## src/verilog/pixel_out_params.svh

```systemverilog
`ifndef PIXEL_OUT_PARAMS_SVH
`define PIXEL_OUT_PARAMS_SVH

// sample width and channel count
`define PIX_DATA_W      8
`define PIX_CHANNELS    3
// depth of the common phase delay line and width of its select
`define PIX_PHASE_DEPTH 8
`define PIX_PHASE_W     3
// synchroniser stages ahead of any logic on pin inputs
`define PIX_SYNC_STAGES 2
// output values shown after reset
`define PIX_DATA_RST    8'h00
`define PIX_BIT_RST     1'b0

`endif

```

## src/verilog/pixel_out_pkg.sv

```systemverilog
`include "pixel_out_params.svh"

package pixel_out_pkg;

    typedef logic [`PIX_DATA_W-1:0] sample_t;
    typedef sample_t [`PIX_CHANNELS-1:0] rgb_t;

    // which port the next dual-mode sample goes to
    typedef enum logic [1:0] {
        STEER_A = 2'b01,
        STEER_B = 2'b10
    } steer_e;

    // everything that must move together when the phase changes
    typedef struct packed {
        rgb_t portA;
        rgb_t portB;
        logic strobe;
        logic lineSync;
    } pix_s;

endpackage : pixel_out_pkg

```

## src/verilog/pix_bus_if.sv

```systemverilog
`timescale 1ns/10ps
`default_nettype none

interface pix_bus_if;
    import pixel_out_pkg::*;

    pix_s bundle;

    modport src (output bundle);
    modport dst (input bundle);
endinterface : pix_bus_if

`default_nettype wire

```

## src/verilog/phase_delay.sv

```systemverilog
`timescale 1ns/10ps
`default_nettype none
`include "pixel_out_params.svh"

module phase_delay (
    // clock and reset
    input  wire logic                    sys_clk,
    input  wire logic                    resetn,
    // phase select
    input  wire logic [`PIX_PHASE_W-1:0] phase,
    // bundles
    pix_bus_if.dst                       inBus,
    pix_bus_if.src                       outBus
);
    import pixel_out_pkg::*;

    pix_s line_q [`PIX_PHASE_DEPTH];
    pix_s line_d [`PIX_PHASE_DEPTH];
    pix_s out_q;
    pix_s out_d;

    // one tap for the whole bundle keeps data, strobes and sync aligned
    always_comb begin
        line_d[0] = inBus.bundle;
        for (int i = 1; i < `PIX_PHASE_DEPTH; i++) begin
            line_d[i] = line_q[i-1];
        end
        out_d = line_q[phase];
    end

    always_ff @(posedge sys_clk or negedge resetn) begin
        if (!resetn) begin
            for (int i = 0; i < `PIX_PHASE_DEPTH; i++) begin
                line_q[i] <= '0;
            end
            out_q <= '0;
        end else begin
            line_q <= line_d;
            out_q  <= out_d;
        end
    end

    assign outBus.bundle = out_q;

endmodule : phase_delay

`default_nettype wire

```

## src/verilog/rgb_pixel_output_formatter.sv

```systemverilog
// Function
// - output bit 7 carries the sample MSB, bit 0 the LSB
// - split select 0: all samples on port A, port B tri-stated
// - split select 1: successive pixels alternate between port A and B
// - dual simultaneous: both ports update together every second pixel
// - dual interleaved: one port updates per pixel, alternating
// - steering restarts at line sync: first sample to A, then B
// - pixel-clock-to-output latency grows by one sys_clk cycle for each step of phase
// - phase shift moves data, both strobes and line sync together
// - true and complement strobes are made from the pixel clock
// - single-port mode: strobe frequency equals pixel frequency
// - dual-port mode: strobe and data run at half pixel rate
// - line sync out is always active high
// - line sync is regenerated and aligned with strobes and data
// - green sync slice passes straight through unprocessed
// - green sync slice keeps working in power-down
// - power-down low tri-states outputs and stops the strobe
`timescale 1ns/10ps
`default_nettype none
`include "pixel_out_params.svh"

module rgb_pixel_output_formatter (
    // clock and reset
    input  wire logic                    sys_clk,
    input  wire logic                    resetn,
    // pixel sampling side, all asynchronous pins
    input  wire logic                    pixClk,
    input  wire pixel_out_pkg::rgb_t     sampleIn,
    input  wire logic                    lineSyncIn,
    input  wire logic                    lineSyncInActiveLow,
    input  wire logic                    greenSyncSliceIn,
    // mode and phase controls
    input  wire logic                    outputSplitSelect,
    input  wire logic                    simultaneousOutputSelect,
    input  wire logic [`PIX_PHASE_W-1:0] samplePhase,
    input  wire logic                    lowPowerPinN,
    // output ports
    output logic [`PIX_DATA_W-1:0]       redA,
    output logic [`PIX_DATA_W-1:0]       greenA,
    output logic [`PIX_DATA_W-1:0]       blueA,
    output logic [`PIX_DATA_W-1:0]       redB,
    output logic [`PIX_DATA_W-1:0]       greenB,
    output logic [`PIX_DATA_W-1:0]       blueSecondPortData,
    output logic                         portAOe,
    output logic                         portBOe,
    // strobe and sync
    output logic                         outputStrobeClock,
    output logic                         outputStrobeClockN,
    output logic                         strobeOe,
    output logic                         lineSyncOut,
    output logic                         lineSyncOe,
    output logic                         greenSyncSliceOut
);
    import pixel_out_pkg::*;

    localparam int SYNC_W = `PIX_DATA_W * `PIX_CHANNELS + 7 + `PIX_PHASE_W;

    // synchronisers: stage 0 is read only by stage 1
    logic [SYNC_W-1:0] syncS0_q;
    logic [SYNC_W-1:0] syncS1_q;
    logic [SYNC_W-1:0] syncIn;
    logic              pixClkLast_q;

    assign syncIn = {pixClk, lineSyncIn, lineSyncInActiveLow,
                     greenSyncSliceIn, outputSplitSelect,
                     simultaneousOutputSelect, lowPowerPinN, samplePhase,
                     sampleIn};

    always_ff @(posedge sys_clk or negedge resetn) begin
        if (!resetn) begin
            syncS0_q     <= '0;
            syncS1_q     <= '0;
            pixClkLast_q <= `PIX_BIT_RST;
        end else begin
            syncS0_q     <= syncIn;
            syncS1_q     <= syncS0_q;
            pixClkLast_q <= syncS1_q[SYNC_W-1];
        end
    end

    logic pixClkS;
    logic lineSyncS;
    logic lineSyncPolS;
    logic greenSyncS;
    logic splitS;
    logic simulS;
    logic powerUpS;
    rgb_t sampleS;
    logic pixTick;
    logic [`PIX_PHASE_W-1:0] phaseS;

    assign {pixClkS, lineSyncS, lineSyncPolS, greenSyncS, splitS,
            simulS, powerUpS, phaseS, sampleS} = syncS1_q;
    assign pixTick = pixClkS & ~pixClkLast_q;

    // formatting state
    steer_e steer_q;
    steer_e steer_d;
    rgb_t   holdA_q;
    rgb_t   holdA_d;
    logic   lineHigh_q;
    logic   lineHigh_d;
    pix_s   stage_q;
    pix_s   stage_d;
    logic   lineActive;

    // polarity corrected incoming line sync
    assign lineActive = lineSyncS ^ lineSyncPolS;

    always_comb begin
        steer_d    = steer_q;
        holdA_d    = holdA_q;
        lineHigh_d = lineHigh_q;
        stage_d    = stage_q;
        if (!powerUpS) begin
            stage_d.strobe = 1'b0;
        end else if (!splitS) begin
            stage_d.strobe = pixClkS;
        end
        if (pixTick) begin
            lineHigh_d       = lineActive;
            stage_d.lineSync = lineActive;
            if (!splitS) begin
                stage_d.portA = sampleS;
                steer_d       = STEER_A;
            end else begin
                // rising line sync sends this sample to port A
                if (lineActive && !lineHigh_q) begin
                    steer_d = STEER_A;
                end else begin
                    steer_d = steer_q;
                end
                unique case (steer_d)
                    STEER_A: begin
                        holdA_d = sampleS;
                        if (!simulS) begin
                            stage_d.portA = sampleS;
                        end
                        steer_d = STEER_B;
                        if (powerUpS) begin
                            stage_d.strobe = 1'b0;
                        end
                    end
                    STEER_B: begin
                        stage_d.portB = sampleS;
                        if (simulS) begin
                            stage_d.portA = holdA_q;
                        end
                        steer_d = STEER_A;
                        if (powerUpS) begin
                            stage_d.strobe = 1'b1;
                        end
                    end
                endcase
            end
        end
    end

    always_ff @(posedge sys_clk or negedge resetn) begin
        if (!resetn) begin
            steer_q    <= STEER_A;
            holdA_q    <= '0;
            lineHigh_q <= `PIX_BIT_RST;
            stage_q    <= '0;
        end else begin
            steer_q    <= steer_d;
            holdA_q    <= holdA_d;
            lineHigh_q <= lineHigh_d;
            stage_q    <= stage_d;
        end
    end

    // data, strobe and line sync share one delay line so their latency is equal
    pix_bus_if stageBus ();
    pix_bus_if delayedBus ();

    assign stageBus.bundle = stage_q;

    phase_delay phaseDelay (
        .sys_clk (sys_clk),
        .resetn  (resetn),
        .phase   (phaseS),
        .inBus   (stageBus),
        .outBus  (delayedBus)
    );

    // output registers
    pix_s dly;
    assign dly = delayedBus.bundle;

    logic [`PIX_DATA_W-1:0] redA_d;
    logic [`PIX_DATA_W-1:0] greenA_d;
    logic [`PIX_DATA_W-1:0] blueA_d;
    logic [`PIX_DATA_W-1:0] redB_d;
    logic [`PIX_DATA_W-1:0] greenB_d;
    logic [`PIX_DATA_W-1:0] blueB_d;
    logic                   portAOe_d;
    logic                   portBOe_d;
    logic                   strobe_d;

    always_comb begin
        redA_d    = dly.portA[0];
        greenA_d  = dly.portA[1];
        blueA_d   = dly.portA[2];
        redB_d    = dly.portB[0];
        greenB_d  = dly.portB[1];
        blueB_d   = dly.portB[2];
        portAOe_d = powerUpS;
        portBOe_d = powerUpS & splitS;
        strobe_d  = dly.strobe & powerUpS;
    end

    always_ff @(posedge sys_clk or negedge resetn) begin
        if (!resetn) begin
            redA               <= `PIX_DATA_RST;
            greenA             <= `PIX_DATA_RST;
            blueA              <= `PIX_DATA_RST;
            redB               <= `PIX_DATA_RST;
            greenB             <= `PIX_DATA_RST;
            blueSecondPortData <= `PIX_DATA_RST;
            portAOe            <= `PIX_BIT_RST;
            portBOe            <= `PIX_BIT_RST;
            outputStrobeClock  <= `PIX_BIT_RST;
            outputStrobeClockN <= ~`PIX_BIT_RST;
            strobeOe           <= `PIX_BIT_RST;
            lineSyncOut        <= `PIX_BIT_RST;
            lineSyncOe         <= `PIX_BIT_RST;
            greenSyncSliceOut  <= `PIX_BIT_RST;
        end else begin
            redA               <= redA_d;
            greenA             <= greenA_d;
            blueA              <= blueA_d;
            redB               <= redB_d;
            greenB             <= greenB_d;
            blueSecondPortData <= blueB_d;
            portAOe            <= portAOe_d;
            portBOe            <= portBOe_d;
            outputStrobeClock  <= strobe_d;
            outputStrobeClockN <= ~strobe_d;
            strobeOe           <= portAOe_d;
            lineSyncOut        <= dly.lineSync;
            lineSyncOe         <= portAOe_d;
            greenSyncSliceOut  <= greenSyncS;
        end
    end

endmodule : rgb_pixel_output_formatter

`default_nettype wire
```

## config.mk

```make
export PLATFORM = sky130hd
export DESIGN_NAME = rgb_pixel_output_formatter
export DESIGN_NICKNAME = d
export VERILOG_FILES = /design/src/verilog/pixel_out_pkg.sv /design/src/verilog/pix_bus_if.sv /design/src/verilog/phase_delay.sv /design/src/verilog/rgb_pixel_output_formatter.sv
export VERILOG_INCLUDE_DIRS = /design/src /design/src/verilog
export SDC_FILE = /design/constraint.sdc
export NUM_CORES = 1
export LEC_CHECK = 0
export BUFFER_PORTS_ARGS = -buffer_cell sky130_fd_sc_hd__buf_2
export CAP_MARGIN = 25
export CORE_UTILIZATION = 40
export CTS_BUF_LIST = sky130_fd_sc_hd__clkbuf_16
export DETAILED_ROUTE_END_ITERATION = 8
export GPL_ROUTABILITY_DRIVEN = 0
export SYNTH_ARGS = -nofsm -noshare
export SYNTH_HDL_FRONTEND = slang
export SYNTH_SLANG_ARGS = --single-unit
```

## constraint.sdc

```tcl
create_clock -name sys_clk -period 1.7 [get_ports sys_clk]
set_input_delay 0.085 -clock sys_clk [delete_from_list [all_inputs] [get_ports sys_clk]]
set_output_delay 0.085 -clock sys_clk [all_outputs]
set_load 0.02 [all_outputs]
```

* After elaboration in Yosys (flattened, before gate mapping)
Index checks and enable logic that the tools add are counted.
** Operators by class
- $lt $le $gt $ge :: 1
- Equal/unequal tests :: 4
- Muxes and demuxes :: 19
- Bitwise gates (word level) :: 7
- Reductions and logical operators :: 5
** Operator list (number)
- binary-select mux 50 bit (select 3 bit) :: 1
- 2-to-1 mux 50 bit :: 2
- 2-to-1 mux 24 bit :: 3
- one-hot mux 24 bit (2 select lines) :: 1
- 2-to-1 mux 2 bit :: 5
- AND reduction 3 bit :: 3
- != test 3 bit, second input constant :: 2
- 2-to-1 mux 1 bit :: 5
- greater-or-equal comparator 4 bit, second input constant :: 1
- inverter 3 -> 4 bit :: 1
- one-hot mux 2 bit (2 select lines) :: 1
- bitwise AND 1 bit :: 3
- == test 2 x 1 -> 1 bit, second input constant :: 1
- == test 2 bit, second input constant :: 1
- inverter 1 bit :: 2
- one-hot mux 1 bit (2 select lines) :: 1
- logical AND 1 bit :: 1
- zero test 1 bit :: 1
- bitwise XOR 1 bit :: 1
** Word-level totals
- Register bits after elaboration :: 649
- Input bits :: 36
- Output and inout port bits :: 56
- Word-level logic and storage cells :: 135

* Depth between registers and ports, before layout
Gate-level depths: netlist of the first run.
- Word-level depth :: 9
- Depth in mapped cells :: 7
- Gate-level depth less buffers :: 4

* Hierarchy
A second synthesis of the first run with hierarchy kept.
** Second synthesis, totals
- Cell total of the unflattened synthesis :: 964
- Area, all modules :: 21041.4 um2
** By module, submodules not included
- phase_delay :: times used 1, cells an instance 628, area an instance 14640.3 um2, sequential area each 11260.8 um2
- rgb_pixel_output_formatter :: times used 1, cells an instance 336, area an instance 6401.1 um2, sequential area each 4982.3 um2

* Least setup slack after synthesis of the first run
No wires, ideal clock.
- Path type :: flip-flop to flip-flop
- Start :: register, netlist name stageBus.bundle[0]
- End :: register stage_q (netlist bit stageBus.bundle[26])
- Data arrival time :: 1.674 ns
- Setup slack :: -0.099 ns
- Stages on the path, launching flop included :: 8
- Period minus slack after synthesis :: 1.799 ns
- Cell sequence :: dfrtp_1 -> clkbuf_1 -> or2_2 -> o22ai_1 -> a211o_1 -> buf_2 -> buf_6 -> mux2_4
** RTL lines
- end signal: assignment :: line rgb_pixel_output_formatter.sv:169 : stage_q <= stage_d;
- end: declaration :: line rgb_pixel_output_formatter.sv:103 : pix_s stage_q;

* Worst setup path in the final report of the first run
- Start :: register syncS1_q[32]
- End :: register stage_q (netlist bit stageBus.bundle[35])
** On the way
- Longest elaborated chain between the ends :: 8
- Elaborated cells on any way between the ends :: 12
** Ends and longest elaborated chain
- start: declaration :: line rgb_pixel_output_formatter.sv:60 : logic [SYNC_W-1:0] syncS1_q;
- start signal: assignment :: line rgb_pixel_output_formatter.sv:76 : syncS1_q <= syncS0_q;
- bitwise XOR 1 bit (*) :: line rgb_pixel_output_formatter.sv:108 : assign lineActive = lineSyncS ^ lineSyncPolS;
- logical AND 1 bit (*) :: line rgb_pixel_output_formatter.sv:128 : if (lineActive && !lineHigh_q) begin
- 2-to-1 mux 2 bit (*) :: line rgb_pixel_output_formatter.sv:128
- 2-to-1 mux 2 bit (*) :: line rgb_pixel_output_formatter.sv:123 : if (!splitS) begin
- 2-to-1 mux 2 bit (*) :: line rgb_pixel_output_formatter.sv:120 : if (pixTick) begin
- == test 2 x 1 -> 1 bit / == test 2 bit (equally long branches) :: line rgb_pixel_output_formatter.sv:133 : unique case (steer_d)
- != test 3 bit (no line) / one-hot mux 24 bit (2 select lines) (equally long branches)
- AND reduction 3 bit (no line) / 2-to-1 mux 24 bit (equally long branches)
Mark *: on every way between the ends. The rest lies on a longest branch, timed or not. The select of a mux whose other input is x is not followed.
A chain may end at the register's enable or synchronous reset.

==> impl_metrics.py, run 1 <==
metrics = {
    "floorplanning": {
        "dieArea_um2": 52400,
        "pin_count": 92,
        "die_x_um": 229,
        "initial_core_util_pct": 40.8,
        "std_cell_rows": 82,
        "core_um2": 50500,
        "die_h_um": 229,
    },
    "grt": {
        "overflow": 0,
        "track_usage_pct": 14.6,
        "antenna_found_initial": 1,
        "grt_max_degree": 78,
        "grt_pass1_wl_mm": 59.2,
        "grt_pass1_vias": 10300,
    },
    "cts": {
        "ctsRootBufferMaster": "clkbuf_16",
        "cts_buffers": 66,
        "cts_tree": "yes",
        "clockBufferDepth": 3,
        "clock_latency_ns": 0.58,
        "htreeDepth": 3,
        "clock-sinks": 649,
        "path_clk_slew_ns": 0.06,
    },
    "worst_setup_path": {
        "worstPathRequired_ns": 2.15,
        "end_kind": "flop",
        "crit_chain": "xnor2_2 > o22ai_1 > a211o_4 > buf_12 > mux2_4",
        "crit_path_top_delay_cell": "dfrtp_1",
        "crit_type": "flop to flop",
        "cp.arrival_ns": 2.24,
        "worstSetupStartpointType": "flop",
        "critPathMaxStageDelay_ns": 0.40,
        "cp_max_fo": 13,
    },
    "sta": {
        "max_slew_margin_pct": 45.5,
        "fin_ws_ns": -0.0891,
        "rsz0062_at_grt": "yes",
        "maxSlewViolCount": 0,
        "hold_violations": 0,
        "min_period_ns": 1.79,
        "fmax_mhz": 559,
        "worstMarginPinSlew_ns": 0.815,
        "fin_crit_sh_pct": 105,
        "setup_viol": 99,
        "tns_ns": -4.69,
        "skew_ns": 0.0231,
    },
    "logic_synthesis": {
        "synthTopCellsByArea": "dfrtp_1, mux4_2, mux2_2",
        "syn_area_um2": 20600,
        "synthDistinctLibCells": 29,
        "synth_edf_count": 0,
        "synth_ff_type": "dfrtp_1",
        "yosysSeqAreaShare_pct": 78.9,
        "synthesis.nets": 1000,
        "synthArstFlopShare_pct": 100,
        "syn_area_per_cell_um2": 21.4,
        "synth.top_cell.area_share_pct": 78.6,
        "synth.largest_area_cell": "dfrtp_1",
        "yosysWarnings": 0,
        "syn_inst": 964,
        "ys_ff_latch": 649,
    },
    "pwr": {
        "finalPower_uw": 38900,
        "p_leak_uw": 0.0120,
        "irDropWorstVdd_mv": 0.862,
        "power_density_nw_per_um2": 1520,
    },
    "drt": {
        "routedWlPerCell_um": 19.3,
        "num_vias": 9071,
        "ant_nets": 0,
        "wl_met2_mm": 17.6,
        "via_per_inst": 4.73,
        "post-route-drc-count": 0,
        "wl_met3_mm": 1.38,
        "wl_mm": 37.0,
        "drt_iter0_markers": 457,
        "wl_met1_mm": 16.9,
        "drt_first_pass_iters": 4,
        "routed.top_layer": "met4",
    },
    "layout": {
        "final_core_util_pct": 50.8,
        "layout.cells.non_filler": 1917,
        "area_delta_synth_final_pct": 24.6,
        "drive_gt1_share_pct": 41.4,
        "n_fill_cell": 4047,
        "layout_commonest_cell": "dfrtp_1",
        "layout.nets": 1236,
        "final_cell_mix": "dfrtp_1, mux4_2, mux2_4",
        "n_antenna_cell": 0,
    },
    "job": {
        "cap_violations": 0,
    },
    "run_status": {
        "status": "finished, violations left",
        "violations": "setup timing",
    },
    "worst_hold_path": {
        "min_path_type": "input pin to flop",
    },
    "placement": {
        "place.detailed.hpwl_mm": 21.8,
        "port_buffers": 91,
        "placed_cells": 1755,
    },
}
kinds of logic after synthesis:
family	after synthesis	synth area share, %
AO/OA/AOI/OAI	11	0.413
XOR/XNOR	1	0.0790
buffers and inverters	43	0.996
flip-flops	649	78.9
AND/OR/NAND/NOR	14	0.358
multiplexers	246	19.3
layout make-up:
cell class | instances | area, µm² | area share [%]
clock inverter | 44 | 274 | 1.07
inverter | 1 | 3.75 | 0.0146
tap | 672 | 841 | 3.28
sequential | 649 | 16300 | 63.3
clock buffer | 69 | 1730 | 6.73
timing repair buffer | 210 | 2080 | 8.12
multi-input combinational | 272 | 4480 | 17.4
state kept, by name, summed over array words and instances, names as in the netlist, 24 cells and up:
signal / count
phaseDelay.line_d: 350
phaseDelay.line_q: 50
phaseDelay.outBus.bundle: 50
stageBus.bundle: 50
syncS0_q: 34
syncS1_q: 34
holdA_q: 24
worst paths after layout:
kind | start | end | slack [ns] | cells past startpoint
worst min register to register | phaseDelay.outBus.bundle[4] | redB[2] | 0.34 | 0
worst max register to register | syncS1_q[32] | stageBus.bundle[35] | -0.09 | 5
max in group asynchronous | resetn | stageBus.bundle[13] | 0.30 | 3
worst max-delay path | syncS1_q[32] | stageBus.bundle[35] | -0.09 | 5
worst min-delay path | samplePhase[1] | syncS0_q[25] | 0.14 | 2
min in group asynchronous | resetn | phaseDelay.line_d[38] | 0.17 | 3
worst max-delay path, delay by kind of cell (launching register included):
| kind | cells | cell delay [ns] |
|---|---|---|
| AO/OA/AOI/OAI | 2 | 0.50 |
| flip-flops | 1 | 0.40 |
| buffers and inverters | 1 | 0.17 |
| multiplexers | 1 | 0.29 |
| XOR/XNOR | 1 | 0.29 |
cell usage after synthesis (all sizes together), types with 2 or more instances:
cell type / count
dfrtp: 647
mux2: 146
mux4: 100
buf: 22
clkbuf: 20
o21ai: 4
nor2: 3
and2: 2
dfstp: 2
nand2: 2
nand2b: 2
nor2b: 2
what timing repair did:
item                                    in CTS  in global routing
pin swaps                                    3                  2
gates resized for setup                     16                 85
cloned                                       0                  6
buffers inserted                             6                  0
hold buffers                                37                  0
endpoints found under the setup margin      78                115
hold endpoints to repair                   681                  0
report_power, final:
| part | switching, µW | internal (µW) |
|---|---|---|
| clock network | 5640 | 7760 |
| logic | 1760 | 2760 |
| registers | 1840 | 19200 |
| total | 9240 | 29700 |
stage by stage:
stage               area (µm²)  setup slack (ns)  hold slack, ns
finish                   25700           -0.0891           0.135
global route             25700            -0.139           0.117
CTS                      25200           -0.0754          0.0957
detailed placement       22700           -0.0935         -0.0200
global placement         22700           -0.0848         -0.0194
floorplan                20600           -0.0383          -0.211
metal layers:
layer / up-vias / global-route usage, %
met5: - / 0
met4: 0 / 6.08
met3: 73 / 3.03
met2: 158 / 22.1
met1: 4942 / 20.6
li1: 3898 / -
Power figures use the tool's default switching activity.
==> run 2, diff against run 1 <==
--- a/config.mk
+++ b/config.mk
@@ -12,6 +12,7 @@
 export CTS_BUF_LIST = sky130_fd_sc_hd__clkbuf_16
 export DETAILED_ROUTE_END_ITERATION = 8
 export GPL_ROUTABILITY_DRIVEN = 0
+export PLACE_DENSITY_LB_ADDON = 0.12
 export SYNTH_ARGS = -nofsm -noshare
 export SYNTH_HDL_FRONTEND = slang
 export SYNTH_SLANG_ARGS = --single-unit
==> run 2 against run 1 <==
Routed wire length down 0.13%. Utilization up 0.61 points. Register-to-register slack worse by 0.03 ns. Sequential power about the same. Critical path depth unchanged. The flow still finishes with violations (setup timing). Clock skew down 0.0096 ns. Via count up 1.0%.
==> impl_metrics.py, run 2 (synthesized netlist as in run 1, its figures left out) <==
metrics = {
    "placement": {
        "place.detailed.hpwl_mm": 22.2,
        "port_buffers": 91,
    },
    "grt": {
        "use_met2_pct": 22.7,
        "overflow": 0,
        "grtUsageMet1_pct": 22.2,
        "track_usage_pct": 15.1,
        "grt_max_degree": 55,
        "antenna_found_initial": 1,
        "grt-busiest-layer": "met2",
        "grt_pass1_vias": 10400,
        "grt_pass1_wl_mm": 61.0,
        "grt_use_met3_pct": 2.93,
    },
    "layout": {
        "layout.nets": 1250,
        "largest_register_ff_count": 350,
        "final_core_util_pct": 51.4,
        "n_antenna_cell": 0,
        "n_fill_cell": 4015,
        "layout_commonest_cell": "dfrtp_1",
        "drive_gt1_share_pct": 42.5,
        "final_cell_mix": "dfrtp_1, mux4_2, buf_2",
        "area_delta_synth_final_pct": 26.1,
    },
    "sta": {
        "min_period_ns": 1.82,
        "fin_ws_ns": -0.118,
        "fin_crit_sh_pct": 107,
        "tns_ns": -4.86,
        "setup_viol": 74,
        "maxSlewViolCount": 0,
        "skew_ns": 0.0135,
        "max_slew_margin_pct": 66.4,
        "rsz0062_at_grt": "yes",
        "fmax_mhz": 550,
        "worstMarginPinSlew_ns": 0.505,
        "hold_violations": 0,
    },
    "worst_setup_path": {
        "cp.arrival_ns": 2.26,
        "critPathMaxStageDelay_ns": 0.42,
        "crit_chain": "xnor2_4 > o2111a_1 > a211o_4 > buf_12 > mux2_4",
        "cp_max_fo": 12,
        "cp_num_buf_inv": 1,
        "crit_family": "compound AO/OA/AOI/OAI gates",
        "crit_path_top_delay_cell": "dfrtp_1",
        "crit_type": "flop to flop",
        "end_kind": "flop",
        "worstSetupStartpointType": "flop",
        "worstPathRequired_ns": 2.14,
    },
    "cts": {
        "path_clk_slew_ns": 0.06,
        "ctsRootBufferMaster": "clkbuf_16",
        "clock-sinks": 649,
        "cts_tree": "yes",
        "clockBufferDepth": 3,
        "cts_buffers": 68,
        "htreeDepth": 3,
        "clock_latency_ns": 0.57,
    },
    "floorplanning": {
        "core_um2": 50500,
        "std_cell_rows": 82,
        "die_h_um": 229,
        "die_x_um": 229,
        "dieArea_um2": 52400,
        "initial_core_util_pct": 40.8,
        "pin_count": 92,
    },
    "pwr": {
        "p_leak_uw": 0.0121,
        "power_density_nw_per_um2": 1520,
        "irDropWorstVdd_mv": 0.664,
        "finalPower_uw": 39600,
    },
    "drt": {
        "via_per_inst": 4.73,
        "post-route-drc-count": 0,
        "wl_mm": 36.9,
        "routedWlPerCell_um": 19.1,
        "drt_first_pass_iters": 4,
        "drt_iter0_markers": 441,
        "num_vias": 9163,
        "ant_nets": 0,
    },
    "run_status": {
        "violations": "setup timing",
        "status": "finished, violations left",
    },
    "job": {
        "cap_violations": 0,
    },
    "worst_hold_path": {
        "min_path_type": "input pin to async pin",
    },
}
## run 2: changes by cell type in the layout (fill, tap and decap cells not counted), moves of 3 or more
cell    previous run  this run
buf_6              6         3
buf_12            33        50
buf_4             28        35
mux2_4            93        75
mux2_2            53        71
## run 2: worst paths after layout
kind                                                    from             endpoint  slack (ns)  cells past startpoint
worst max-delay path                            syncS1_q[31]  stageBus.bundle[33]       -0.12                      5
worst min-delay path                                  resetn            greenB[0]        0.15                      3
worst max register to register                  syncS1_q[31]  stageBus.bundle[33]       -0.12                      5
worst min register to register  phaseDelay.outBus.bundle[33]              redA[7]        0.34                      0
max in group asynchronous                             resetn   outputStrobeClockN        1.08                      4
min in group sys_clk                          samplePhase[0]         syncS0_q[24]        0.15                      2
## run 2: final cells by class
| class | count | area (µm²) | share of cell area, % |
|---|---|---|---|
| multi-input cells | 272 | 4440 | 17.1 |
| repair buffers | 222 | 2280 | 8.76 |
| inverters | 1 | 3.75 | 0.0145 |
| well taps | 672 | 841 | 3.24 |
| clock buffers | 73 | 1830 | 7.03 |
| clock inverters | 47 | 329 | 1.27 |
| flip-flops and latches | 649 | 16300 | 62.6 |
## run 2: layer usage
| layer | vias to the layer above | wire [µm] |
|---|---|---|
| met1 | 5022 | 17700 |
| met2 | 141 | 17200 |
| met3 | 55 | 1280 |
| met5 | - | 0 |
| li1 | 3945 | - |
| met4 | 0 | 706 |
## run 2: repair_timing
action | CTS | global route
gates cloned | 9 | 0
pin swaps | 2 | 0
hold buffers | 36 | 0
setup buffers | 14 | 2
resized for setup | 45 | 41
endpoints found under the hold margin | 682 | 0
endpoints found under the setup margin | 103 | 115
## run 2: where the power goes
group          leakage, µW  switching, µW  internal (µW)
clock              0.00112           5660           8450
combinational      0.00297           1750           2740
sequential         0.00803           1790          19200
## run 2: worst min-delay path, stage by stage
cell and delay, ns:
dlygate4sd3_1 0.56, buf_8 0.20, buf_12 0.21
## run 2: per-stage QoR
step	area, µm²	setup WS (ns)	std cells	hold slack [ns]
floorplan	20600	-0.0383	964	-0.211
global placement	22800	-0.170	1761	-0.00839
detailed placement	22800	-0.197	1761	-0.00599
CTS	25900	-0.120	1940	0.106
global route	26000	-0.149	1936	0.128
finish	26000	-0.118	1936	0.151
